**src/spf_pkg.sv**
```systemverilog
// shared constants and types for the serial packet framer host
package spf_pkg;
   // ------------------------------------------------------------
   // framing characters
   // ------------------------------------------------------------
   localparam logic [7:0] ESCAPE_CHAR = 8'h80;
   localparam logic [7:0] FRAME_START_CHAR = 8'h81;
   localparam logic [7:0] FRAME_END_CHAR = 8'h82;
   localparam logic [7:0] ESC_CLEAR_MASK = 8'h7F;
   localparam logic [7:0] ESC_SET_MASK = 8'h80;
   // ------------------------------------------------------------
   // packet layout
   // ------------------------------------------------------------
   localparam int HDR_NODE_LSB = 0;
   localparam int HDR_TYPE_LSB = 4;
   localparam int HDR_RSV_BIT = 7;
   localparam logic [2:0] INFO_PACKET_SEQ_ZERO = 3'h0;
   localparam logic [2:0] INFO_PACKET_SEQ_ONE = 3'h1;
   localparam logic [2:0] LINK_RESET_PACKET = 3'h2;
   localparam logic [2:0] UNNUMBERED_ACK_PACKET = 3'h3;
   localparam logic [6:0] MAX_DATA = 7'h40;
   localparam logic [6:0] OVERHEAD = 7'h03;
   localparam logic [6:0] MAX_PKT = 7'h43;
   // ------------------------------------------------------------
   // crc: x^16 + x^12 + x^5 + 1, bit-reversed form, lsb first
   // ------------------------------------------------------------
   localparam logic [15:0] CRC_POLY_REV = 16'h8408;
   localparam logic [15:0] CRC_INIT = 16'h0000;
   // ------------------------------------------------------------
   // timing
   // ------------------------------------------------------------
   localparam int CLK_HZ = 200_000_000;
   localparam int BAUD_BPS = 9600;
   localparam int BIT_CYCLES = CLK_HZ / BAUD_BPS;
   localparam int SYNC_STAGES = 3;

   typedef struct packed {
      logic rsv;
      logic [2:0] ptype;
      logic [3:0] node;
   } spf_hdr_s;
endpackage

```
**src/spf_uart.sv**
```systemverilog
// 8n1 uart at a fixed bit time, with a three-stage filtered receiver
`timescale 1ns/1ps
module spf_uart
   import spf_pkg::*;
#(
   parameter int BIT_CYC = BIT_CYCLES
) (
   input wire logic core_clk,
   input wire logic srst,
   input wire logic tx_valid,
   input wire logic [7:0] tx_data,
   output logic tx_ready,
   output logic txd,
   input wire logic rxd,
   output logic rx_valid,
   output logic [7:0] rx_data
);
   // ------------------------------------------------------------
   // transmitter
   // ------------------------------------------------------------
   logic [9:0] tsh_q;
   logic [3:0] tbits_q;
   logic [15:0] tcnt_q;
   wire tx_fire = tx_valid && tx_ready;
   wire tcnt_end = (tcnt_q == 16'(BIT_CYC - 1));

   always_ff @(posedge core_clk) begin
      if (srst) begin
         tsh_q <= 10'h3FF;
         tbits_q <= 4'h0;
         tcnt_q <= 16'h0000;
         tx_ready <= 1'b0;
         txd <= 1'b1;
      end else if (tx_fire) begin
         tsh_q <= {1'b1, tx_data, 1'b0};
         tbits_q <= 4'hA;
         tcnt_q <= 16'h0000;
         tx_ready <= 1'b0;
      end else if (tbits_q != 4'h0) begin
         txd <= tsh_q[0];
         tcnt_q <= tcnt_end ? 16'h0000 : tcnt_q + 16'h0001;
         if (tcnt_end) begin
            tsh_q <= {1'b1, tsh_q[9:1]};
            tbits_q <= tbits_q - 4'h1;
            tx_ready <= (tbits_q == 4'h1);
         end
      end else begin
         txd <= 1'b1;
         tx_ready <= 1'b1;
      end
   end

   // ------------------------------------------------------------
   // receiver
   // ------------------------------------------------------------
   logic [SYNC_STAGES-1:0] sync_q;
   logic rx_lvl_q;
   logic rbusy_q;
   logic [3:0] rbits_q;
   logic [15:0] rcnt_q;
   logic [8:0] rsh_q;
   wire rcnt_end = (rcnt_q == 16'h0000);

   always_ff @(posedge core_clk) begin
      if (srst) begin
         sync_q <= '1;
         rx_lvl_q <= 1'b1;
      end else begin
         sync_q <= {sync_q[SYNC_STAGES-2:0], rxd};
         if (sync_q[1] == sync_q[2]) begin
            rx_lvl_q <= sync_q[2];
         end
      end
   end

   always_ff @(posedge core_clk) begin
      if (srst) begin
         rbusy_q <= 1'b0;
         rbits_q <= 4'h0;
         rcnt_q <= 16'h0000;
         rsh_q <= 9'h000;
         rx_valid <= 1'b0;
         rx_data <= 8'h00;
      end else begin
         rx_valid <= 1'b0;
         if (!rbusy_q) begin
            if (!rx_lvl_q) begin
               rbusy_q <= 1'b1;
               rbits_q <= 4'hA;
               rcnt_q <= 16'(BIT_CYC / 2);
            end
         end else if (!rcnt_end) begin
            rcnt_q <= rcnt_q - 16'h0001;
         end else begin
            rcnt_q <= 16'(BIT_CYC - 1);
            rbits_q <= rbits_q - 4'h1;
            rsh_q <= {rx_lvl_q, rsh_q[8:1]};
            if (rbits_q == 4'hA && rx_lvl_q) begin
               rbusy_q <= 1'b0;
            end
            if (rbits_q == 4'h1) begin
               rbusy_q <= 1'b0;
               rx_valid <= rx_lvl_q;
               rx_data <= rsh_q[8:1];
            end
         end
      end
   end
endmodule // spf_uart

```
**src/spf_host.sv**
```systemverilog
// host end of the framed serial link: frame encoder, decoder and crc
// ------------------------------------------------------------
// How it works
// - characters travel full duplex, asynchronous, at 9600 bit/s
// - packets are 8-bit bytes, sent as frames of 8-bit characters
// - every frame opens with 0x81 and closes with 0x82
// - bytes 0x80..0x82 go as 0x80 then the byte with msb cleared
// - every other byte goes unchanged as one character
// - packet is one header byte, zero or more data, two crc bytes
// - header: node in bits 0-3, type in bits 4-6, bit 7 zero
// - type 0 is info packet sequence zero, type 1 sequence one
// - only the master sends type 2, the link reset packet
// - data section holds 0 to 64 bytes
// - crc bytes are chosen so crc over the whole packet is zero
// - crc polynomial is x^16 + x^12 + x^5 + 1
// - one master, many slaves, slave chosen by header address
// - packets whose whole-packet crc is not zero are dropped
// ------------------------------------------------------------
`timescale 1ns/1ps
module spf_host
   import spf_pkg::*;
#(
   parameter int BIT_CYC = BIT_CYCLES
) (
   input wire logic core_clk,
   input wire logic srst,
   output logic ser_txd,
   input wire logic ser_rxd,
   input wire logic tx_wr_en,
   input wire logic [5:0] tx_wr_addr,
   input wire logic [7:0] tx_wr_data,
   input wire logic tx_go,
   input wire logic [2:0] tx_type,
   input wire logic [3:0] tx_node,
   input wire logic [6:0] tx_len,
   output logic tx_busy,
   input wire logic [5:0] rx_rd_addr,
   output logic [7:0] rx_rd_data,
   output logic rx_pkt_valid,
   output spf_hdr_s rx_pkt_hdr,
   output logic [6:0] rx_pkt_len,
   output logic rx_pkt_drop
);
   // ------------------------------------------------------------
   // helpers
   // ------------------------------------------------------------
   function automatic logic [15:0] crc_byte(input logic [15:0] c, input logic [7:0] b);
      logic [15:0] r;
      r = c;
      for (int i = 0; i < 8; i++) begin
         r = (r[0] ^ b[i]) ? ((r >> 1) ^ CRC_POLY_REV) : (r >> 1);
      end
      return r;
   endfunction

   function automatic logic is_special(input logic [7:0] b);
      return (b == ESCAPE_CHAR) || (b == FRAME_START_CHAR) || (b == FRAME_END_CHAR);
   endfunction

   // ------------------------------------------------------------
   // uart
   // ------------------------------------------------------------
   logic u_tx_valid;
   logic [7:0] u_tx_data;
   logic u_tx_ready;
   logic u_rx_valid;
   logic [7:0] u_rx_data;

   spf_uart #(.BIT_CYC(BIT_CYC)) u_uart (
      .core_clk(core_clk),
      .srst(srst),
      .tx_valid(u_tx_valid),
      .tx_data(u_tx_data),
      .tx_ready(u_tx_ready),
      .txd(ser_txd),
      .rxd(ser_rxd),
      .rx_valid(u_rx_valid),
      .rx_data(u_rx_data)
   );

   // ------------------------------------------------------------
   // frame encoder
   // ------------------------------------------------------------
   typedef enum logic [2:0] {T_IDLE, T_SOM, T_BODY, T_ESC2, T_EOM} spf_tx_e;
   spf_tx_e tst_q;
   logic [7:0] tbuf [0:63];
   spf_hdr_s thdr_q;
   logic [6:0] tlen_q;
   logic [6:0] tidx_q;
   logic [15:0] tcrc_q;
   logic [3:0] exp_node_q;

   wire [6:0] tdat_idx = tidx_q - 7'h01;
   wire [7:0] cur_byte = (tidx_q == 7'h00) ? thdr_q :
                         (tidx_q <= tlen_q) ? tbuf[tdat_idx[5:0]] :
                         (tidx_q == tlen_q + 7'h01) ? tcrc_q[7:0] : tcrc_q[15:8];
   wire cur_special = is_special(cur_byte);
   wire tx_fire = u_tx_valid && u_tx_ready;
   wire last_body = (tidx_q == tlen_q + 7'h02);
   wire advance = tx_fire && ((tst_q == T_ESC2) || (tst_q == T_BODY && !cur_special));

   assign u_tx_valid = (tst_q != T_IDLE);
   assign u_tx_data = (tst_q == T_SOM) ? FRAME_START_CHAR :
                      (tst_q == T_EOM) ? FRAME_END_CHAR :
                      (tst_q == T_ESC2) ? (cur_byte & ESC_CLEAR_MASK) :
                      cur_special ? ESCAPE_CHAR : cur_byte;

   always_ff @(posedge core_clk) begin
      if (tx_wr_en && tst_q == T_IDLE) begin
         tbuf[tx_wr_addr] <= tx_wr_data;
      end
   end

   always_ff @(posedge core_clk) begin
      if (srst) begin
         tst_q <= T_IDLE;
         thdr_q <= '0;
         tlen_q <= 7'h00;
         tidx_q <= 7'h00;
         tcrc_q <= CRC_INIT;
         exp_node_q <= 4'h0;
         tx_busy <= 1'b0;
      end else begin
         unique case (tst_q)
            T_IDLE: begin
               if (tx_go) begin
                  thdr_q <= '{rsv: 1'b0, ptype: tx_type, node: tx_node};
                  exp_node_q <= tx_node;
                  tlen_q <= (tx_len > MAX_DATA) ? MAX_DATA : tx_len;
                  tidx_q <= 7'h00;
                  tcrc_q <= CRC_INIT;
                  tst_q <= T_SOM;
                  tx_busy <= 1'b1;
               end
            end
            T_SOM: if (tx_fire) tst_q <= T_BODY;
            T_BODY, T_ESC2: begin
               if (tx_fire && tst_q == T_BODY && cur_special) begin
                  tst_q <= T_ESC2;
               end else if (advance) begin
                  tst_q <= last_body ? T_EOM : T_BODY;
                  tidx_q <= tidx_q + 7'h01;
                  if (tidx_q <= tlen_q) begin
                     tcrc_q <= crc_byte(tcrc_q, cur_byte);
                  end
               end
            end
            T_EOM: begin
               if (tx_fire) begin
                  tst_q <= T_IDLE;
                  tx_busy <= 1'b0;
               end
            end
         endcase
      end
   end

   // ------------------------------------------------------------
   // frame decoder
   // ------------------------------------------------------------
   logic [7:0] rbuf [0:66];
   logic in_frame_q;
   logic esc_q;
   logic ovf_q;
   logic [6:0] rcnt_q;
   logic [15:0] rcrc_q;

   wire c_som = u_rx_valid && (u_rx_data == FRAME_START_CHAR);
   wire c_eom = u_rx_valid && in_frame_q && (u_rx_data == FRAME_END_CHAR);
   wire c_esc = u_rx_valid && in_frame_q && !c_eom && !esc_q && (u_rx_data == ESCAPE_CHAR);
   wire c_dat = u_rx_valid && in_frame_q && !c_som && !c_eom && !c_esc;
   wire [7:0] rbyte = esc_q ? (u_rx_data | ESC_SET_MASK) : u_rx_data;
   wire spf_hdr_s rhdr = rbuf[0];
   wire pkt_good = !ovf_q && (rcnt_q >= OVERHEAD) && (rcrc_q == 16'h0000)
                   && (rhdr.node == exp_node_q);
   wire [6:0] rd_idx = {1'b0, rx_rd_addr} + 7'h01;

   always_ff @(posedge core_clk) begin
      if (c_dat && rcnt_q < MAX_PKT) begin
         rbuf[rcnt_q] <= rbyte;
      end
      rx_rd_data <= rbuf[rd_idx];
   end

   always_ff @(posedge core_clk) begin
      if (srst) begin
         in_frame_q <= 1'b0;
         esc_q <= 1'b0;
         ovf_q <= 1'b0;
         rcnt_q <= 7'h00;
         rcrc_q <= CRC_INIT;
         rx_pkt_valid <= 1'b0;
         rx_pkt_drop <= 1'b0;
         rx_pkt_hdr <= '0;
         rx_pkt_len <= 7'h00;
      end else begin
         rx_pkt_valid <= 1'b0;
         rx_pkt_drop <= 1'b0;
         if (c_som) begin
            in_frame_q <= 1'b1;
            esc_q <= 1'b0;
            ovf_q <= 1'b0;
            rcnt_q <= 7'h00;
            rcrc_q <= CRC_INIT;
         end else if (c_eom) begin
            in_frame_q <= 1'b0;
            rx_pkt_valid <= pkt_good;
            rx_pkt_drop <= !pkt_good;
            if (pkt_good) begin
               rx_pkt_hdr <= rhdr;
               rx_pkt_len <= rcnt_q - OVERHEAD;
            end
         end else if (c_esc) begin
            esc_q <= 1'b1;
         end else if (c_dat) begin
            esc_q <= 1'b0;
            rcrc_q <= crc_byte(rcrc_q, rbyte);
            if (rcnt_q < MAX_PKT) begin
               rcnt_q <= rcnt_q + 7'h01;
            end else begin
               ovf_q <= 1'b1;
            end
         end
      end
   end
endmodule // spf_host

```
**config.mk**
```make
export PLATFORM = sky130hd
export DESIGN_NAME = spf_host
export DESIGN_NICKNAME = d
export VERILOG_FILES = /design/src/spf_pkg.sv /design/src/spf_uart.sv /design/src/spf_host.sv
export SDC_FILE = /design/constraint.sdc
export NUM_CORES = 2
export LEC_CHECK = 0
export ABC_CLOCK_PERIOD_IN_PS = 6170
export BUFFER_PORTS_ARGS = -buffer_cell sky130_fd_sc_hd__clkbuf_2
export CORE_MARGIN = 4
export CORE_UTILIZATION = 45
export DETAILED_ROUTE_END_ITERATION = 12
export GPL_ROUTABILITY_DRIVEN = 0
export GPL_TIMING_DRIVEN = 0
export HOLD_SLACK_MARGIN = 0.02
export PLACE_DENSITY = 0.65
export SKIP_CTS_REPAIR_TIMING = 1
export SYNTH_ARGS = -nofsm -noshare
export SYNTH_HDL_FRONTEND = slang
export SYNTH_SLANG_ARGS = --single-unit
```
**constraint.sdc**
```tcl
create_clock -name core_clk -period 6.17 [get_ports core_clk]
set_input_delay 1.234 -clock core_clk [delete_from_list [all_inputs] [get_ports core_clk]]
set_output_delay 1.234 -clock core_clk [all_outputs]
set_load 0.05 [all_outputs]
```
# --- Yosys cells after proc, flatten, opt, wreduce, memory -nomap -nowiden ---
# Memory sizes are Yosys's and may differ from the RTL's. A register that Yosys moved wholly into a read port is not among the register bits.
# Cells that the tools add are included.
classes:
  n_addsub: 11
  order_cmp: 4
  eq_ne: 28
  mux: 73
  n_bitwise: 39
  n_reduce_logical: 62
ops:
  columns: ["operator", "n"]
  rows:
  - ["16-bit 2-to-1 mux", 24]
  - ["8-bit 2-to-1 mux", 8]
  - ["8-bit equality test (second input constant)", 6]
  - ["2-bit inverter with 3-bit output", 16]
  - ["16-bit logical NOT", 2]
  - ["16-bit one-hot mux with 2 select lines", 1]
  - ["7-bit 2-to-1 mux", 4]
  - ["9-bit 2-to-1 mux", 3]
  - ["4-bit 2-to-1 mux", 6]
  - ["7-bit by 1-bit adder with 7-bit output (second input constant)", 3]
  - ["1-bit logical AND", 20]
  - ["1-bit 2-to-1 mux", 18]
  - ["3-bit 2-to-1 mux", 6]
  - ["16-bit by 1-bit adder with 16-bit output (second input constant)", 1]
  - ["16-bit by 15-bit equality test with 1-bit output (second input constant)", 1]
  - ["2-bit != test (second input constant)", 8]
  - ["4-bit AND reduction", 4]
  - ["16-bit by 1-bit subtractor with 16-bit output (second input constant)", 1]
  - ["1-bit XOR", 16]
  - ["7-bit equality test", 2]
  - ["7-bit one-hot mux with 2 select lines", 1]
  - ["3-bit one-hot mux with 4 select lines", 1]
  - ["2-bit AND reduction", 6]
  - ["3-bit AND reduction", 4]
  - ["31 further kinds", 55]
totals:
  register_bits: 158
  ram_bits: 1048
  inputBits: 39
  output_inout_bits: 27
  wordCells: 251
  memories: 2
mem_list:
  columns: ["name", "depth", "word_bits", "rd", "rd_clocked_by_memory_dff", "write_ports", "line", "text"]
  rows:
  - ["rbuf", 67, 8, 2, 1, 1, "spf_host.sv:161", "logic [7:0] rbuf [0:66];"]
  - ["tbuf", 64, 8, 1, 0, 1, "spf_host.sv:86", "logic [7:0] tbuf [0:63];"]

# --- Depth between registers and ports, before layout ---
depth:
  depth_word: 25
  ltp_mapped: 21
  mapped_depth_nobuf: 14

# --- Modules after synthesis ---
# Synthesis repeated with hierarchy kept, for this count alone.
unflattened:
  hier_cells: 2988
  hier_area_um2: 50169.4
by_module_without_submodules:
  columns: ["mod", "instances", "cells_per_inst", "area_each_um2", "seq_area_each_um2"]
  rows:
  - ["spf_host", 1, 2549, 46520.9, 33311.9]
  - ["spf_uart", 1, 439, 3648.5, 1461.4]

# --- Least setup slack after synthesis ---
# No wires, ideal clock.
synth_timing:
  path_kind: "register to register"
  startpoint: "register tidx_q[0]"
  endpoint: "register tcrc_q[11]"
  setup_time_ps: 121
  t_arrival_ps: 4431
  t_required_ps: 6049
  slack_ps: 1618
  stages_incl_launch_ff: 19
  path_buffers: 5
  period_less_slack_ps: 4552
  path_cell_list: "dfxtp_1 -> buf_4 -> buf_2 -> inv_2 -> ha_1 -> buf_2 -> inv_2 -> buf_6 -> buf_4 -> mux4_2 -> mux4_2 -> inv_1 -> a21oi_1 -> a32o_1 -> nor4_2 -> o2111ai_4 -> nor3_4 -> a211oi_4 -> mux2_4"
synth_between:
  elab_chain_len: 14
  word_cells_on_any_way: 32
  cone_classes: "add/sub (1); order compare (1); eq/ne (7); mux (12); bitwise (1); reduce/logical (9); memory (1)"
synth_rtl:
  columns: ["item", "line", "text"]
  rows:
  - ["start: declaration", "spf_host.sv:89", "logic [6:0] tidx_q;"]
  - ["start signal: assignment", "spf_host.sv:142", "tidx_q <= tidx_q + 7'h01;"]
  - ["6-bit by 1-bit subtractor with 6-bit output or 7-bit equality test (tied branches)", "spf_host.sv:93, spf_host.sv:96", null]
  - ["memory 64 x 8 bit or 8-bit 2-to-1 mux (tied branches)", null, null]
  - ["8-bit 2-to-1 mux", "spf_host.sv:95", "(tidx_q <= tlen_q) ? tbuf[tdat_idx[5:0]] :"]
  - ["8-bit 2-to-1 mux", "spf_host.sv:94", "wire [7:0] cur_byte = (tidx_q == 7'h00) ? thdr_q :"]
  - ["1-bit XOR", "spf_host.sv:51", "r = (r[0] ^ b[i]) ? ((r >> 1) ^ CRC_POLY_REV) : (r >> 1);"]
  - ["16-bit 2-to-1 mux (5 in series)", "spf_host.sv:51", null]
  - ["16-bit 2-to-1 mux", "spf_host.sv:143", "if (tidx_q <= tlen_q) begin"]
  - ["16-bit 2-to-1 mux", "spf_host.sv:140", "end else if (advance) begin"]
  - ["16-bit 2-to-1 mux", "spf_host.sv:138", "if (tx_fire && tst_q == T_BODY && cur_special) begin"]
  - ["16-bit one-hot mux with 2 select lines", "spf_host.sv:124", "unique case (tst_q)"]
  - ["end signal: assignment", "spf_host.sv:144", "tcrc_q <= crc_byte(tcrc_q, cur_byte);"]
  - ["end: declaration", "spf_host.sv:90", "logic [15:0] tcrc_q;"]
# Parallel ways exist; a longest one is shown, timed or not. The select of a mux whose other input is x is not followed.
# A chain may end at the register's enable or synchronous reset.

# --- Worst setup path after layout ---
layout_timing:
  startpoint: "register tidx_q[0]"
  endpoint: "register tcrc_q[7]"
layout_between:
  elab_chain_len: 18
  word_cells_on_any_way: 36
  cone_classes: "add/sub (1); order compare (1); eq/ne (7); mux (15); bitwise (2); reduce/logical (9); memory (1)"
layout_rtl:
  columns: ["item", "line"]
  rows:
  - ["6-bit by 1-bit subtractor with 6-bit output or 7-bit equality test (tied branches)", "spf_host.sv:93, spf_host.sv:96"]
  - ["memory 64 x 8 bit or 8-bit 2-to-1 mux (tied branches)", null]
  - ["8-bit 2-to-1 mux", "spf_host.sv:95"]
  - ["8-bit 2-to-1 mux", "spf_host.sv:94"]
  - ["1-bit XOR", "spf_host.sv:51"]
  - ["16-bit 2-to-1 mux (4 in series)", "spf_host.sv:51"]
  - ["1-bit XOR", "spf_host.sv:51"]
  - ["16-bit 2-to-1 mux (4 in series)", "spf_host.sv:51"]
  - ["16-bit 2-to-1 mux", "spf_host.sv:143"]
  - ["16-bit 2-to-1 mux", "spf_host.sv:140"]
  - ["16-bit 2-to-1 mux", "spf_host.sv:138"]
  - ["16-bit one-hot mux with 2 select lines", "spf_host.sv:124"]
# Parallel ways exist; a longest one is shown, timed or not. The select of a mux whose other input is x is not followed.

==> metrics.md <==
| Metric | Value |
|---|---|
| Max incr delay on CP | `0.82 ns` |
| Largest area contributor in the netlist | `edfxtp_1` |
| Initial Util | `0.4541` |
| Finish-stage setup viols | `0` |
| Worst Hold Depth | `1` |
| Fin nets | `3185` |
| Vias | `27770` |
| Tot Pwr | `0.02004 W` |
| Post-synth top area share | `0.6349` |
| CTS root buffer | `clkbuf_16` |
| Flop-to-flop setup slack | `0.12 ns` |
| Synthesized instance count | `2925` |
| Via/cell ratio | `5.903` |
| Hold WS | `0.4388 ns` |
| Vias in the first global route | `27940` |
| YS warnings | `0` |
| CTS tree | `yes` |
| Buffers and inverters on the worst path | `7` |
| Fmax | `165.3 MHz` |
| Critical path arrival | `6.70 ns` |
| Synth Flop Type | `edfxtp_1` |
| Synth top area cells | `edfxtp_1, mux4_2, dfxtp_1` |
| First-pass GRT wire length | `182.9 mm` |
| Die width | `339.9 um` |
| Reg2Reg Capture Point | `tcrc_q[7]` |
| Post-synth EDFFs | `1048` |
| Dpl hpwl | `82.13 mm` |
| Antenna Nets Post-Route | `0` |
| #FFs+latches synth | `1213` |
| Max VDD drop | `0.2815 mV` |
| Critical Path RT | `6.82 ns` |
| Crit-path slowest cell | `clkdlybuf4s15_1` |
| CTS Sinks | `1213` |
| Drt wl/cell | `26.31 um` |
| Min-Delay Path Class | `flop to flop` |
| Die H | `339.9 um` |
| Critical path type | `flop to flop` |
| Fill count | `8655` |
| Commonest non-fill, non-tap cells in the layout | `edfxtp_1, nor2_1, mux4_2` |
| Fin crit share | `0.9803` |
| Row count | `121` |
| Crit end category | `flop` |
| Syn Nets | `2987` |
| Clk Latency, worst-skew pair | `0.74 ns` |
| GRT overflow | `0` |
| Sequential area share after synthesis | `0.7016` |
| Clock transition at the registers of the reported paths | `0.06 ns` |
| Pins Over Slew Limit | `0` |
| Leakage | `18.31 nW` |
| Die area | `115500 sq um` |
| DRT Wirelength | `123.8 mm` |
| Core footprint | `109200 sq um` |
| Pin count of the biggest net entering global routing | `69` |
| Worst path cell trace | `buf_4 > buf_4 > inv_2 > ha_1 > buf_2 > clkdlybuf4s15_1 > mux4_2 > mux2i_1 > a32oi_1 > a31oi_1 > a311oi_1 > a32o_1 > nor4_2 > o2111ai_4 > nor3_4 > a211oi_4 > buf_12 > buf_8 > mux2i_1` |
| GRT Total Usage | `0.2115` |
| Worst Tran Pin Value | `1.408 ns` |
| WHS Endpoint | `u_uart.sync_q[1]` |
| Outcome | `completed` |
| Minimum clock period | `6.048 ns` |
| Largest delay share family, worst path | `buffers and inverters` |
| Syn Std Cell Area | `49570 sq um` |
| Asr flop ratio synth | `0` |
| Commonest non-fill, non-tap cell in the layout | `edfxtp_1` |
| HP Start | `u_uart.sync_q[0]` |
| Max_slew headroom | `0.06152` |
| Largest fanout on the critical path | `11` |
| RSZ-0062 raised after global routing | `false` |
| # port buffers | `62` |
| Avg Inst Size Synth | `16.95 sq um` |
| Startpoint types | `flop` |
| Worst Setup SP | `tidx_q[0]` |
| Boundary Pins | `66` |
| Fin. Hold Viols | `0` |
| Starting DRT DRC Count | `3265` |
| Reg-to-reg critical path startpoint | `tidx_q[0]` |
| Layout cell share with drive strength beyond 1 | `0.2008` |
| Clock buffer count from CTS | `120` |
| Clk buf depth | `3` |
| Initial antenna violation count | `0` |
| Library cells used by synthesis | `96` |
| Worst clock skew | `0.06357 ns` |
| Number of max-cap violations | `0` |
| Htree depth | `3` |
| Synth-to-Final Area Change | `13.30%` |
| DR DRC count | `0` |
| R2r worst-path depth | `19` |
| Power Density | `356.8 nW/um^2` |
| First-pass DRT Iterations | `6` |
[flip-flops by register name (all words and copies together), names as in the netlist, 9 cells and up]
register       count
rbuf             536
rcrc_q            16
tbuf             512
tcrc_q            16
u_uart.rcnt_q     16
u_uart.tcnt_q     16
u_uart.tsh_q       9
[synthesized netlist by cell type, drive strengths merged (7+ instances only)]
| cell type | instances |
|---|---|
| a211o | 7 |
| and2 | 19 |
| edfxtp | 1048 |
| a211oi | 22 |
| buf | 63 |
| mux2i | 87 |
| nand2b | 27 |
| nor4 | 18 |
| a21oi | 88 |
| clkbuf | 86 |
| inv | 29 |
| o21ai | 49 |
| mux4 | 284 |
| ha | 23 |
| and3 | 19 |
| or3 | 10 |
| mux2 | 13 |
| nand4 | 23 |
| a31oi | 14 |
| nand3 | 39 |
| a22oi | 8 |
| nand4b | 7 |
| xnor2 | 51 |
| dfxtp | 165 |
| o31ai | 7 |
| nor2b | 21 |
| nor3 | 30 |
| xor2 | 46 |
| nand2 | 207 |
| or2 | 8 |
| nand3b | 12 |
| nor2 | 307 |
[area by class of cell]
cell class	count	area (sq um)	share of cell area
inverter	29	108.9	0.001938
sequential	1213	34780	0.6193
multi-input combinational	1534	14000	0.2494
antenna	1	2.502	0.00004456
clock buffer	159	3273	0.05828
clock inverter	67	812.0	0.01446
buffer	149	737.0	0.01312
tap	1476	1847	0.03288
timing repair buffer	76	593.1	0.01056
[worst register-to-register path: stages, from the launching register on]
cell and delay, ns:
dfxtp_1 0.40, buf_4 0.32, buf_4 0.33, inv_2 0.27, ha_1 0.37, buf_2 0.24, clkdlybuf4s15_1 0.82, mux4_2 0.43
mux2i_1 0.22, a32oi_1 0.15, a31oi_1 0.47, a311oi_1 0.15, a32o_1 0.39, nor4_2 0.26, o2111ai_4 0.22, nor3_4 0.33
a211oi_4 0.09, buf_12 0.22, buf_8 0.15, mux2i_1 0.17
[metal layers]
metal / global-route usage / up-vias / part of all wire
met5: 0 / - / 0
met4: 0.05956 / 0 / 0.026
met3: 0.04047 / 224 / 0.082
met2: 0.3513 / 1298 / 0.49
met1: 0.2874 / 14360 / 0.40
li1: - / 11890 / -
[how the worst max path moves through the flow]
stage                       endpoint  slack [ns]  cells after the start
after CTS                  tcrc_q[9]       -0.51                     19
after global routing       tcrc_q[7]       0.002                     19
final                      tcrc_q[7]        0.12                     19
after floorplan           tcrc_q[11]        1.62                     18
after global placement     tcrc_q[4]       -0.49                     19
after detailed placement   tcrc_q[7]       -0.50                     19
[metrics by stage]
step | setup WS (ns) | util | TNS (ns) | cells | instance area, sq um
floorplan | 1.618 | - | 0 | 2925 | 49570
global placement | -0.4934 | 0.4738 | -11.31 | 4463 | 51720
detailed placement | -0.5046 | 0.4756 | -11.28 | 4471 | 51910
CTS | -0.5137 | 0.5130 | -11.85 | 4697 | 56000
global route | 0.002092 | 0.5145 | 0 | 4703 | 56160
finish | 0.1219 | 0.5145 | 0 | 4704 | 56160
[power breakdown]
group          total (W)  switching [W]  internal (W)  leakage, nW
registers        0.00898      0.0000556       0.00892         10.9
logic            0.00358        0.00222       0.00136         5.44
clock network    0.00748        0.00315       0.00433         1.96
total             0.0200        0.00543        0.0146         18.3
[kinds of logic (layout without fill, tap and decap cells)]
family | Yosys count | in the layout | synth area share
and+or+nand+nor | 763 | 763 | 0.07222
xor gates and xnor gates | 98 | 98 | 0.01775
buffers and inverters | 178 | 480 | 0.01646
AOI/OAI and AO/OA | 266 | 266 | 0.03620
muxes | 384 | 384 | 0.1500
other | 0 | 1 | 0
adders and majority gates | 23 | 23 | 0.005806
DFF | 1213 | 1213 | 0.7016
No activity file was read; power rests on OpenSTA's default activity.
